**config.mk**
```make
export PLATFORM = sky130hd
export DESIGN_NAME = sar_adc_sequencer
export DESIGN_NICKNAME = d
export VERILOG_FILES = /design/src/hdl/sar_adc_pkg.sv /design/src/hdl/sar_adc_sequencer.sv
export SDC_FILE = /design/constraint.sdc
export NUM_CORES = 1
export LEC_CHECK = 0
export BUFFER_PORTS_ARGS = -buffer_cell sky130_fd_sc_hd__buf_2
export CAP_MARGIN = 30
export CORE_MARGIN = 5
export CORE_UTILIZATION = 48
export CTS_CLUSTER_SIZE = 25
export DETAILED_ROUTE_END_ITERATION = 12
export PLACE_DENSITY = 0.69
export SETUP_SLACK_MARGIN = 0.2
export SYNTH_ARGS = -nofsm -noshare
export SYNTH_HDL_FRONTEND = slang
export SYNTH_SLANG_ARGS = --single-unit
```
**constraint.sdc**
```tcl
create_clock -name i_sys_clk -period 3.3 [get_ports i_sys_clk]
set_input_delay 0.33 -clock i_sys_clk [delete_from_list [all_inputs] [get_ports i_sys_clk]]
set_output_delay 0.33 -clock i_sys_clk [all_outputs]
set_load 0.02 [all_outputs]
```
**src/hdl/sar_adc_pkg.sv**
```systemverilog
// constants, state encoding and decode helpers for the sar converter sequencer
package sar_adc_pkg;

  localparam int          RESULT_W      = 10;
  localparam logic [2:0]  INSTR_CLOCKS  = 3'h4;
  localparam logic [4:0]  CONV_TADS     = 5'h0B;
  localparam logic [4:0]  GAP_TADS      = 5'h02;
  localparam logic [2:0]  ACQ_MANUAL    = 3'h0;
  localparam logic [2:0]  ACQ_RESET     = 3'h0;
  localparam logic [2:0]  CLK_RESET     = 3'h0;
  localparam logic [1:0]  CLK_FRC_LOW   = 2'h3;
  localparam logic [9:0]  SAR_FIRST     = 10'h200;
  localparam logic [1:0]  PREF_SUPPLY   = 2'h0;
  localparam logic [1:0]  PREF_EXT      = 2'h1;
  localparam logic [1:0]  PREF_FIXED    = 2'h2;
  localparam int          PREF_W        = 3;
  localparam int          PAD_W         = 6;

  typedef enum logic [4:0] {
    S_IDLE  = 5'h01,
    S_WAIT  = 5'h02,
    S_ACQ   = 5'h04,
    S_CONV  = 5'h08,
    S_DISCH = 5'h10
  } seq_state_t;

  // acquisition length in bit periods per select code
  function automatic logic [4:0] acq_tads(input logic [2:0] sel);
    case (sel)
      3'h1:    acq_tads = 5'h02;
      3'h2:    acq_tads = 5'h04;
      3'h3:    acq_tads = 5'h06;
      3'h4:    acq_tads = 5'h08;
      3'h5:    acq_tads = 5'h0C;
      3'h6:    acq_tads = 5'h10;
      3'h7:    acq_tads = 5'h14;
      default: acq_tads = 5'h00;
    endcase
  endfunction

  // last divider count: codes 000,100,001,101,010,110 give /2 .. /64
  function automatic logic [5:0] div_last(input logic [2:0] sel);
    logic [2:0] idx;
    idx      = {sel[1:0], sel[2]};
    div_last = 6'((7'h02 << idx) - 7'h01);
  endfunction

endpackage

```
**src/hdl/sar_adc_sequencer.sv**
```systemverilog
// sequencer for a 10-bit successive-approximation converter
// Summary of operation
// - ten-bit successive approximation; result lands in high and low bytes at completion.
// - channel select routes one analog input to the sample-and-hold.
// - positive reference supply, fixed or pin; negative reference ground or pin.
// - nonzero acquisition setting samples 2 to 20 bit periods, then converts.
// - acquisition setting 000 stops sampling at go and converts after the instruction-cycle wait, with no acquisition time.
// - acquisition time field resets to 000, manual acquisition.
// - conversion end clears go, sets flag, resumes sampling selected channel.
// - no status marks acquisition-to-conversion change; go stays set throughout.
// - clock select picks system clock /2../64 or internal oscillator.
// - a full conversion takes eleven bit periods.
// - flag set on every completion; interrupt only when enabled.
// - flag never clears itself; software clears it.
// - completion interrupt during sleep wakes the device.
// - format bit selects left or right justification of the result pair.
// - converter works only while its enable bit is one.
// - conversion begins only after the next instruction cycle following go.
// - acquisition code 010 inserts four bit periods of acquisition.
// - port reads zero on analog pins; conversion ignores pin settings.
// - two bit periods wait after completion or go-clear abort before next acquisition.
// - clearing go mid-conversion writes partial result, low bits copy last bit.
// - sleep without internal oscillator aborts and powers down, enable stays.
// - compare unit trigger sets go in hardware.
`timescale 1ns/1ps

module sar_adc_sequencer #(
  parameter int CHANNELS = 16,
  parameter int PINS     = 8
) (
  input  wire logic                i_sys_clk,
  input  wire logic                i_resetn,
  input  wire logic                i_converter_enable,
  input  wire logic                i_go_set,
  input  wire logic                i_go_clear,
  input  wire logic                i_special_trigger,
  input  wire logic                i_flag_clear,
  input  wire logic                i_conversion_irq_enable,
  input  wire logic                i_sleep,
  input  wire logic                i_osc_tick,
  input  wire logic                i_comparator,
  input  wire logic                i_config_write,
  input  wire logic [2:0]          i_acquisition_time_select,
  input  wire logic [2:0]          i_conversion_clock_select,
  input  wire logic                i_result_justify_select,
  input  wire logic [3:0]          i_input_channel_select,
  input  wire logic [1:0]          i_positive_reference_select,
  input  wire logic                i_negative_reference_select,
  input  wire logic [PINS-1:0]     i_pin_level,
  input  wire logic [PINS-1:0]     i_analog_pin_select,
  output logic                     o_go_busy,
  output logic                     o_conversion_complete_flag,
  output logic                     o_irq,
  output logic                     o_wake,
  output logic                     o_converter_active,
  output logic                     o_sample_connected,
  output logic [CHANNELS-1:0]      o_channel_route,
  output logic [2:0]               o_positive_reference_route,
  output logic                     o_negative_reference_external,
  output logic [9:0]               o_sar_trial,
  output logic [7:0]               o_result_high_byte,
  output logic [7:0]               o_result_low_byte,
  output logic [PINS-1:0]          o_port_read
);

  if (CHANNELS < 1 || CHANNELS > 16) begin : g_bad_channels
    $error("CHANNELS must be 1 to 16");
  end
  if (PINS < 1) begin : g_bad_pins
    $error("PINS must be at least 1");
  end

  typedef struct packed {
    sar_adc_pkg::seq_state_t st;
    logic                    go;
    logic                    flag;
    logic                    sleep_off;
    logic                    sample;
    logic [9:0]              sar;
    logic [4:0]              cnt;
    logic [5:0]              div;
    logic [2:0]              acq_sel;
    logic [2:0]              clk_sel;
    logic                    justify;
    logic [7:0]              res_high;
    logic [7:0]              res_low;
    logic [PINS-1:0]         port_rd;
  } seq_t;

  seq_t r;
  seq_t next_r;
  logic frc;
  logic bit_conversion_period;
  logic finish;
  logic result_load;

  // left: high=r[9:2], low={r[1:0],0}; right: high={0,r[9:8]}, low=r[7:0]
  function automatic logic [15:0] justify(input logic [9:0] v, input logic left);
    if (left) begin
      justify = {v, {sar_adc_pkg::PAD_W{1'b0}}};
    end else begin
      justify = {{sar_adc_pkg::PAD_W{1'b0}}, v};
    end
  endfunction

  // bits not yet resolved copy the last resolved bit
  function automatic logic [9:0] partial(input logic [9:0] v, input logic [4:0] done_bits);
    logic [9:0] res;
    logic       last;
    res  = v;
    last = (done_bits == 5'h00) ? 1'b0 : v[4'(10 - int'(done_bits))];
    for (int i = 0; i < 10; i++) begin
      if (i < 10 - int'(done_bits)) begin
        res[i] = last;
      end
    end
    partial = res;
  endfunction

  ////////////////////////////////////////////////////////////////////////////
  // bit-period timebase

  assign frc    = r.clk_sel[1:0] == sar_adc_pkg::CLK_FRC_LOW;
  // divider runs free, so the first period after go may be short
  // a count left above a faster divider's end closes the period at once instead of wrapping
  assign bit_conversion_period    = frc ? i_osc_tick : (r.div >= sar_adc_pkg::div_last(r.clk_sel));
  assign finish = r.st == sar_adc_pkg::S_CONV && bit_conversion_period && r.cnt == sar_adc_pkg::CONV_TADS - 5'h01;
  assign result_load = finish || (i_go_clear && r.go && r.st == sar_adc_pkg::S_CONV);

  ////////////////////////////////////////////////////////////////////////////
  // sequencer

  always_comb begin
    next_r         = r;
    next_r.div     = (frc || bit_conversion_period) ? 6'h00 : r.div + 6'h01;
    next_r.port_rd = i_pin_level & ~i_analog_pin_select;
    if (i_config_write) begin
      next_r.acq_sel = i_acquisition_time_select;
      next_r.clk_sel = i_conversion_clock_select;
      next_r.justify = i_result_justify_select;
    end
    if (i_flag_clear) begin
      next_r.flag = 1'b0;
    end
    if (!i_sleep) begin
      next_r.sleep_off = 1'b0;
    end
    if (!i_converter_enable || r.sleep_off) begin
      next_r.st  = sar_adc_pkg::S_IDLE;
      next_r.go  = 1'b0;
      next_r.cnt = 5'h00;
    end else if (i_sleep && !frc) begin
      // clock is about to stop: drop the conversion, keep the enable
      next_r.sleep_off = 1'b1;
      next_r.st        = sar_adc_pkg::S_IDLE;
      next_r.go        = 1'b0;
      next_r.cnt       = 5'h00;
    end else if (i_go_clear && r.go) begin
      if (r.st == sar_adc_pkg::S_CONV) begin
        {next_r.res_high, next_r.res_low} = justify(partial(r.sar, r.cnt), r.justify);
      end
      next_r.go  = 1'b0;
      next_r.st  = sar_adc_pkg::S_DISCH;
      next_r.cnt = 5'h00;
    end else begin
      case (r.st)
        sar_adc_pkg::S_IDLE: begin
          if (r.go) begin
            next_r.st  = sar_adc_pkg::S_WAIT;
            next_r.cnt = 5'h00;
          end
        end
        sar_adc_pkg::S_WAIT: begin
          // one instruction cycle of slack so a sleep can follow go
          if (r.cnt == 5'(sar_adc_pkg::INSTR_CLOCKS - 3'h1)) begin
            next_r.cnt = 5'h00;
            next_r.sar = sar_adc_pkg::SAR_FIRST;
            if (r.acq_sel == sar_adc_pkg::ACQ_MANUAL) begin
              next_r.st = sar_adc_pkg::S_CONV;
            end else begin
              next_r.st = sar_adc_pkg::S_ACQ;
            end
          end else begin
            next_r.cnt = r.cnt + 5'h01;
          end
        end
        sar_adc_pkg::S_ACQ: begin
          if (bit_conversion_period) begin
            if (r.cnt == sar_adc_pkg::acq_tads(r.acq_sel) - 5'h01) begin
              next_r.st  = sar_adc_pkg::S_CONV;
              next_r.cnt = 5'h00;
            end else begin
              next_r.cnt = r.cnt + 5'h01;
            end
          end
        end
        sar_adc_pkg::S_CONV: begin
          if (finish) begin
            {next_r.res_high, next_r.res_low} = justify(r.sar, r.justify);
            next_r.flag = 1'b1;
            next_r.go   = 1'b0;
            next_r.st   = sar_adc_pkg::S_DISCH;
            next_r.cnt  = 5'h00;
            if (i_sleep && !i_conversion_irq_enable) begin
              next_r.sleep_off = 1'b1;
            end
          end else if (bit_conversion_period) begin
            next_r.sar[4'(9 - int'(r.cnt))] = i_comparator;
            if (r.cnt < 5'h09) begin
              next_r.sar[4'(8 - int'(r.cnt))] = 1'b1;
            end
            next_r.cnt = r.cnt + 5'h01;
          end
        end
        sar_adc_pkg::S_DISCH: begin
          if (bit_conversion_period) begin
            if (r.cnt == sar_adc_pkg::GAP_TADS - 5'h01) begin
              next_r.st  = r.go ? sar_adc_pkg::S_WAIT : sar_adc_pkg::S_IDLE;
              next_r.cnt = 5'h00;
            end else begin
              next_r.cnt = r.cnt + 5'h01;
            end
          end
        end
        default: begin
          next_r.st = sar_adc_pkg::S_IDLE;
        end
      endcase
      // a running cycle already holds go; new starts only when quiet
      if ((i_go_set || i_special_trigger) && !finish &&
          (r.st == sar_adc_pkg::S_IDLE || r.st == sar_adc_pkg::S_DISCH)) begin
        next_r.go = 1'b1;
      end
    end
    next_r.sample = i_converter_enable && !next_r.sleep_off &&
                    (next_r.st == sar_adc_pkg::S_IDLE || next_r.st == sar_adc_pkg::S_ACQ ||
                     (next_r.st == sar_adc_pkg::S_WAIT && next_r.acq_sel != sar_adc_pkg::ACQ_MANUAL));
  end

  always_ff @(posedge i_sys_clk or negedge i_resetn) begin
    if (!i_resetn) begin
      r         <= '0;
      r.st      <= sar_adc_pkg::S_IDLE;
      r.acq_sel <= sar_adc_pkg::ACQ_RESET;
      r.clk_sel <= sar_adc_pkg::CLK_RESET;
    end else begin
      r <= next_r;
    end
  end

  ////////////////////////////////////////////////////////////////////////////
  // outputs

  assign o_go_busy                    = r.go;
  assign o_conversion_complete_flag   = r.flag;
  assign o_irq                        = r.flag && i_conversion_irq_enable;
  assign o_wake                       = o_irq && i_sleep;
  assign o_converter_active           = i_converter_enable && !r.sleep_off;
  assign o_sample_connected           = r.sample;
  assign o_channel_route              = r.sample ? CHANNELS'(1) << i_input_channel_select : '0;
  assign o_positive_reference_route   = {i_positive_reference_select == sar_adc_pkg::PREF_FIXED,
                                         i_positive_reference_select == sar_adc_pkg::PREF_EXT,
                                         i_positive_reference_select == sar_adc_pkg::PREF_SUPPLY ||
                                         i_positive_reference_select == 2'h3};
  assign o_negative_reference_external = i_negative_reference_select;
  assign o_sar_trial                  = r.sar;
  assign o_result_high_byte           = r.res_high;
  assign o_result_low_byte            = r.res_low;
  assign o_port_read                  = r.port_rd;
endmodule

```
## Word level (Yosys, flattened, before mapping)

Index checks and enable logic that the tools add are counted.

- Register bits: 61
- Input port bits: 42
- Output and inout port bits: 60
- Logic and storage cells: 190

- Add/sub/neg operators: 7
- Order comparisons: 17
- Eq/ne operators: 30
- Shift operators: 2
- Multiplexer cells: 73
- Bitwise operators: 6
- Reduce and logical (&&, ||, !) cells: 41

Operators by type and width:

| operator | number |
|---|---|
| $mux 16 | 7 |
| $mux 5 | 21 |
| $pmux 5 s5 | 2 |
| $pmux 5 s7 | 1 |
| $mux 10 | 3 |
| $lt 4x6->1 const A | 4 |
| $mux 6 | 4 |
| $mux 1 | 22 |
| $pmux 10 s2 | 1 |
| $lt 4x6->1 const B | 3 |
| $shl 1x4->16 const A | 1 |
| $eq 5x1->1 const B | 3 |
| $eq 5x2->1 const B | 3 |
| $logic_and 1x1->1 | 15 |
| $mux 15 | 1 |
| $ne 5x5->1 const B | 3 |
| $eq 3x3->1 const B | 4 |
| $lt 3x6->1 const A | 2 |
| $lt 5x6->1 const A | 2 |
| $bwmux 10 | 1 |
| $eq 5x3->1 const B | 2 |
| $eq 5x4->1 const B | 2 |
| $or 10x10->10 | 1 |
| $reduce_bool 5->1 | 2 |
| other kinds (42) | 66 |

## Depth between registers and ports, before layout

Gate-level depths: netlist of the first run.

- Depth after elaboration: 21
- Gate-level depth with buffers: 11
- Mapped depth without buffers: 8

## Worst setup path before layout of the first run

No wires, ideal clock.

- Path type: reg2reg
- From: register r[37] (netlist bit)
- To: register r, in the netlist o_result_high_byte[0]
- Library setup time: 0.128 ns
- Data arrival time: 2.306 ns
- Required time: 3.172 ns
- Slack: 0.866 ns
- Stages on the path, launching flop included: 11
- Path buffers: 2
- Period minus slack after synthesis: 2.434 ns
- Path through: dfrtp_1 buf_2 inv_1 ha_1 mux4_2 and2_1 a221o_1 and2_1 buf_6 o31ai_1 o21ai_0

- Word-level cells in the longest chain between the ends: 9

Ends and longest elaborated chain:

| what | RTL line | RTL |
|---|---|---|
| start, declared | sar_adc_sequencer.sv:90 | `seq_t r;` |
| start signal, assigned | sar_adc_sequencer.sv:247 | `r <= next_r;` |
| $sub 4x5->6 | sar_adc_sequencer.sv:113 | `if (i < 10 - int'(done_bits)) begin` |
| $bmux 1 s4 | sar_adc_sequencer.sv:111 | `last = (done_bits == 5'h00) ? 1'b0 : v[4'(10 - int'(done_bits))];` |
| $mux 1 (implied by the code) (2 in a row) | sar_adc_sequencer.sv:111 |  |
| $mux 1 | sar_adc_sequencer.sv:111 |  |
| $mux 1 | sar_adc_sequencer.sv:113 |  |
| $mux 16 | sar_adc_sequencer.sv:99 | `if (left) begin` |
| $mux 16 | sar_adc_sequencer.sv:159 | `if (r.st == sar_adc_pkg::S_CONV) begin` |
| $mux 16 | sar_adc_sequencer.sv:158 | `end else if (i_go_clear && r.go) begin` |

Several ways; a longest one is shown, not always the timed one. The select of a mux whose other input is x is not followed.
A chain may end at the register's enable or synchronous reset.

## Worst setup path in the final report of the first run

- From: register r[37] (netlist bit)
- To: register r, in the netlist o_result_low_byte[5]

The elaborated chain is that of the path after synthesis.

==> results of run 1 <==
[cell type report]
cell class	count	area, sq um
clock inverter	5	27.5
timing repair buffer	112	593
sequential	61	1530
multi-input combinational	385	2560
tap	129	161
inverter	17	63.8
clock buffer	11	131
fill	858	4180
[through the flow]
| step | std cells | total power [mW] | hold WS [ns] |
|---|---|---|---|
| after floorplan | 523 | 1.07 | 0.0344 |
| after global placement | 699 | 1.16 | 0.392 |
| after detailed placement | 699 | 1.17 | 0.392 |
| after CTS | 715 | 1.75 | 0.00512 |
| after global routing | 720 | 1.82 | 0.0536 |
| final | 720 | 1.72 | -0.00719 |
[logic make-up after synthesis]
logic type	after synthesis	share of synthesized area, %
compound gates	127	19.6
xor+xnor	16	3.08
fa+ha+maj	18	4.95
buf+inv	77	10.2
flops	61	33.6
mux	27	6.71
simple gates	197	21.9
[power by group]
group | internal, mW | switching, mW
Clock | 0.267 | 0.293
Combinational | 0.131 | 0.174
Sequential | 0.793 | 0.0608
Total | 1.19 | 0.527
[state kept, by name, summed over array words and instances (netlist names)]
signal and cells:
r 24, o_sar_trial 10, o_port_read 8, o_result_high_byte 8, o_result_low_byte 8, o_conversion_complete_flag 1
o_go_busy 1, o_sample_connected 1
[how the worst min path moves through the flow]
| stage | startpoint | end | slack [ns] | cells after the start |
|---|---|---|---|---|
| finish | i_resetn | r[36]$_DFF_PN0_ | -0.007 | 1 |
| global route | i_resetn | r[36]$_DFF_PN0_ | 0.05 | 1 |
| CTS | i_resetn | r[36]$_DFF_PN0_ | 0.005 | 1 |
| detailed placement | i_resetn | r[35]$_DFF_PN0_ | 0.39 | 1 |
| global placement | i_resetn | r[36]$_DFF_PN0_ | 0.39 | 1 |
| floorplan | i_resetn | o_conversion_complete_flag$_DFF_PN0_ | 0.03 | 0 |
[timing repair]
action,4_1_cts,5_1_grt
hold buffers,0,0
endpoints found under the setup margin,0,16
setup buffers,0,4
[per-layer routing]
metal  part of all wire, %  routed length, um
met5                     0                  0
met3                   6.7                776
met2                    47               5400
met4                   1.4                166
met1                    45               5240
[cells in the mapped netlist (4+ instances only)]
cell,instances,area [sq um]
clkbuf_1,10,37.5
nor3_1,17,85.1
nand2b_1,9,56.3
mux2i_1,17,170
xor2_1,7,61.3
a21oi_1,18,90.1
nand3_1,19,95.1
and2_1,13,81.3
and3_1,6,37.5
a21o_1,10,75.1
a31oi_1,5,31.3
a2111oi_0,4,35.0
inv_1,17,63.8
buf_4,36,270
o21ai_0,32,160
mux2_2,8,90.1
nor2b_1,14,87.6
o31ai_1,8,60.1
ha_1,18,225
a311oi_1,5,43.8
dfrtp_1,60,1500
o21a_1,5,37.5
o211ai_1,5,37.5
nor2_1,43,161
buf_2,7,35.0
nand2_1,51,191
buf_6,4,45.0
xnor2_1,9,78.8
[worst max-delay path: stages (launching register included)]
cell	delay, ns
dfrtp_1	0.63
inv_1	0.20
ha_1	0.46
mux4_2	0.32
and2_1	0.16
a221o_1	0.27
and2_1	0.26
mux2i_1	0.28
o21ai_0	0.13
==> results_dict.tcl, run 1 <==
set metrics [dict create \
    cts_tree "done" \
    use_met3_pct 4.14 \
    final-setup-viol-count 0 \
    ys_warn_count 0 \
    ys_types 71 \
    syn_area_sq_mm 0.00455 \
    hold_violations 13 \
    placedInstanceArea_sq_mm 0.00487 \
    vias_per_cell 5.71 \
    fp-row-count 35 \
    clkTransAtPathRegs_ns 0.07 \
    initial_core_util_pct 49.2 \
    fin_area_sq_mm 0.00506 \
    grt_max_degree 35 \
    hold_slack_ns -0.00719 \
    min_period_over_period_pct 85.5 \
    crit_path_start "r[37]$_DFFE_PN0P_" \
    r2r-end "o_result_low_byte[5]$_DFFE_PN0P_" \
    dp_slack_ns 0.344 \
    crit_fanout 13 \
    met1_usage_pct 27.2 \
    failed_checks "negative hold slack" \
    area_delta_synth_final_pct 11.3 \
    period_needed_ns 2.82 \
    final_common_cell "buf_2" \
    use_met2_pct 33.2 \
    crit_arrival_ns 3.05 \
    antenna_found_initial 0 \
    synth_edf_count 0 \
    gr-total-overflow 0 \
    syn_avg_cell_area_sq_um 8.70 \
    synth-seq-area-share_pct 33.6 \
    r2r_cells 8 \
    rsz0062_at_grt "no" \
    cp-endpoint "o_result_low_byte[5]$_DFFE_PN0P_" \
    grt_pass1_wl_um 19000 \
    diodes 0 \
    portBuffers 99 \
    worst_slew_pin_slew_ns 0.649 \
    max-cap-violations 0 \
    cts_resized 0 \
    grt.total_usage_pct 20.5 \
    clockRootBuffer "clkbuf_8" \
    status "complete, but fails checks" \
    fin_util_pct 54.8 \
    crit_path_end_kind "flip-flop" \
    ant_nets 0 \
    insertion_delay_ns 0.35 \
    die_area_sq_mm 0.0115 \
    irDropWorstVdd_v 0.000160 \
    p_leak_nw 2.42 \
    slew-limit-headroom_pct 56.2 \
    core-area_sq_mm 0.00924 \
    cts.sinks 61 \
    grt_pass1_vias 3882 \
    vias 4111 \
    worstPathRequired_ns 3.53 \
    syn_inst 523 \
    min_path_type "input pin to async pin" \
    startpoint_type "flip-flop" \
    syn-num-nets 583 \
    wl_per_cell_um 16.1 \
    drive_gt1_share_pct 25.5 \
    htree_num_levels 3 \
    drt_iter0_drc 348 \
    ys_ff_latch 61 \
    busiest_layer "met2" \
    worst-setup-path-type "flip-flop to flip-flop" \
    wirelength_um 11600 \
    drtPass1Iterations 5 \
    gp_congestion 0.907 \
    fmax_ghz 0.355 \
    die_x_um 107 \
    rrSetupSlack_ns 0.48 \
    postLayoutSetupSlackWorst_ns 0.480 \
    power.density_mw_per_mm2 339 \
    setup_tns_ns 0 \
    clock_path_buffers 2 \
    layout_common_cells "99 x buf_2, 60 x dfrtp_1, 51 x nand2_1" \
    fin_skew_ns 0.0113 \
    crit-reg2reg-launch "r[37]$_DFFE_PN0P_" \
    synth_flop_cell "dfrtp_1" \
    report.final.slew_viol_count 0 \
    drc 0 \
    die_y_um 107 \
    hpwl_um 8820 \
    async_flop_share_pct 100 \
    layout.nets 646 \
    io_pins 102 \
    cts_made_buffers 9 \
]
Power figures use the tool's default switching activity.
==> run 2, diff against run 1 <==
Settings changed: CORE_UTILIZATION 48 to 35, CTS_CLUSTER_DIAMETER set to 30, PLACE_DENSITY 0.69 to 0.53.
==> run 2 against run 1 <==
Effect of this change:
- the run now ends clean
- critical endpoint is now r[40]$_DFFE_PN0P_
- clock skew is 0.0020 ns lower
- sequential power hardly changed
- largest power group is now clock
- via count is 1.1% lower
- utilization is 13 points lower
- non-clock buffer count stayed put
- cell area is 4.5% higher
- combinational power is 3% higher
- fmax is 4.8% higher
- routed wire length is 8.1% higher
- power is 27% higher
- critical path depth stayed put
- die area is 33% higher
==> results_dict.tcl, run 2 (same netlist as run 1, synthesis figures left out) <==
set metrics [dict create \
    period_needed_ns 2.69 \
    route.met2.wl_um 5870 \
    cts.sinks 61 \
    p_leak_nw 2.51 \
    worst-setup-path-type "flip-flop to flip-flop" \
    dp_slack_ns 0.622 \
    clockRootBuffer "clkbuf_16" \
    vias_per_cell 5.33 \
    diodes 0 \
    cts_tree "done" \
    worst_slew_pin_slew_ns 0.768 \
    rrSetupSlack_ns 0.61 \
    grt_max_degree 35 \
    vias 4065 \
    min_period_over_period_pct 81.6 \
    wl_met3_um 721 \
    final_common_cell "buf_2" \
    crit_path_end_kind "flip-flop" \
    fin_area_sq_mm 0.00529 \
    crit_fanout 8 \
    cts_hold_buf 1 \
    placedInstanceArea_sq_mm 0.00496 \
    portBuffers 99 \
    htree_num_levels 3 \
    min_path_cells 2 \
    top_register "r" \
    io_pins 102 \
    hold_violations 0 \
    irDropWorstVdd_v 0.000213 \
    wirelength_um 12500 \
    grt_pass1_wl_um 19900 \
    drc 0 \
    r2r_cells 8 \
    drtPass1Iterations 5 \
    worstPathRequired_ns 3.52 \
    core-area_sq_mm 0.0127 \
    seqCellArea_sq_mm 0.00153 \
    fp-row-count 41 \
    antenna_found_initial 0 \
    routed.top_layer "met4" \
    wl_met1_um 5760 \
    insertion_delay_ns 0.34 \
    r2r-end "r[40]$_DFFE_PN0P_" \
    power.density_mw_per_mm2 412 \
    slew-limit-headroom_pct 47.5 \
    hp-start "i_analog_pin_select[1]" \
    die_x_um 124 \
    max-cap-violations 0 \
    die_y_um 124 \
    gp_congestion 0.893 \
    report.final.slew_viol_count 0 \
    gr-total-overflow 0 \
    startpoint_type "flip-flop" \
    layout_common_cells "99 x buf_2, 60 x dfrtp_1, 51 x nand2_1" \
    postLayoutSetupSlackWorst_ns 0.608 \
    grt.total_usage_pct 16.7 \
    cts_resized 0 \
    crit_arrival_ns 2.91 \
    num-fill-cells 1277 \
    initial_core_util_pct 35.9 \
    largest_reg_flops 24 \
    final-setup-viol-count 0 \
    fin_skew_ns 0.00927 \
    drive_gt1_share_pct 25.5 \
    cts_made_buffers 9 \
    hold_path_end "o_port_read[1]$_DFF_PN0_" \
    fmax_ghz 0.372 \
    post-cts-setup-buffers 0 \
    clock_path_buffers 2 \
    rsz0062_at_grt "no" \
    hpwl_um 9620 \
    setup_tns_ns 0 \
    drt_iter0_drc 235 \
    ant_nets 0 \
    crit_path_start "r[38]$_DFFE_PN0P_" \
    die_area_sq_mm 0.0154 \
    clkTransAtPathRegs_ns 0.06 \
    finalPower_mw 2.18 \
    multi_input_area_sq_mm 0.00256 \
    min_path_type "input pin to flip-flop" \
    status "complete, no violations" \
    wl_per_cell_um 16.4 \
    area_delta_synth_final_pct 16.3 \
    layout.nets 646 \
    crit-reg2reg-launch "r[38]$_DFFE_PN0P_" \
    grt_pass1_vias 3845 \
    fin_util_pct 41.8 \
]
run 2: cell types whose count changed in the layout (fill, tap and decap cells not counted):
| cell | before | now |
|---|---|---|
| buf_4 | 13 | 11 |
| clkinvlp_4 | 1 | 0 |
| clkbuf_1 | 2 | 1 |
| buf_12 | 0 | 1 |
| dlygate4sd3_1 | 0 | 1 |
| clkinv_2 | 4 | 3 |
| bufinv_16 | 0 | 2 |
| clkbuf_16 | 0 | 9 |
| clkbuf_8 | 9 | 1 |
run 2: power by group:
part / internal [mW] / leakage (nW) / switching, mW
clock: 0.677 / 0.159 / 0.338
combinational: 0.134 / 1.54 / 0.179
sequential: 0.794 / 0.809 / 0.0601
total: 1.61 / 2.51 / 0.577
run 2: metrics by stage:
step	hold slack (ns)	cells
2_1_floorplan	0.0344	523
4_1_cts	0.132	763
6_report	0.143	763
5_1_grt	0.133	763
3_3_place_gp	0.462	744
3_5_place_dp	0.227	746
run 2: worst max path at each step:
stage,end,slack [ns],cells past startpoint
after floorplan,o_result_high_byte[0]$_DFFE_PN0P_,0.87,10
after global placement,o_result_low_byte[2]$_DFFE_PN0P_,0.53,8
after detailed placement,o_sample_connected$_DFF_PN0_,0.62,7
after CTS,o_sample_connected$_DFF_PN0_,0.61,7
after global routing,r[40]$_DFFE_PN0P_,0.41,8
final,r[40]$_DFFE_PN0P_,0.61,8
run 2: layout make-up:
cell class / count / area share, %
Sequential cell: 61 / 28.9
Tap cell: 172 / 4.07
Inverter: 17 / 1.21
Clock buffer: 11 / 4.59
Timing Repair Buffer: 112 / 11.5
Clock inverter: 5 / 1.42
Multi-Input combinational cell: 385 / 48.4
run 2: critical path, stage by stage, from the launching register on:
cell and delay [ns]:
dfrtp_1 0.47, inv_1 0.20, ha_1 0.19, or4b_1 0.50, and3_1 0.21, a221oi_1 0.41
o221ai_2 0.23, a32oi_1 0.26, o22ai_1 0.10
run 2: metal layers:
metal,track usage (%),vias to the layer above
met3,4.18,13
met5,0,-
met1,22.4,1962
met4,5.20,0
met2,26.7,109
li1,-,1981
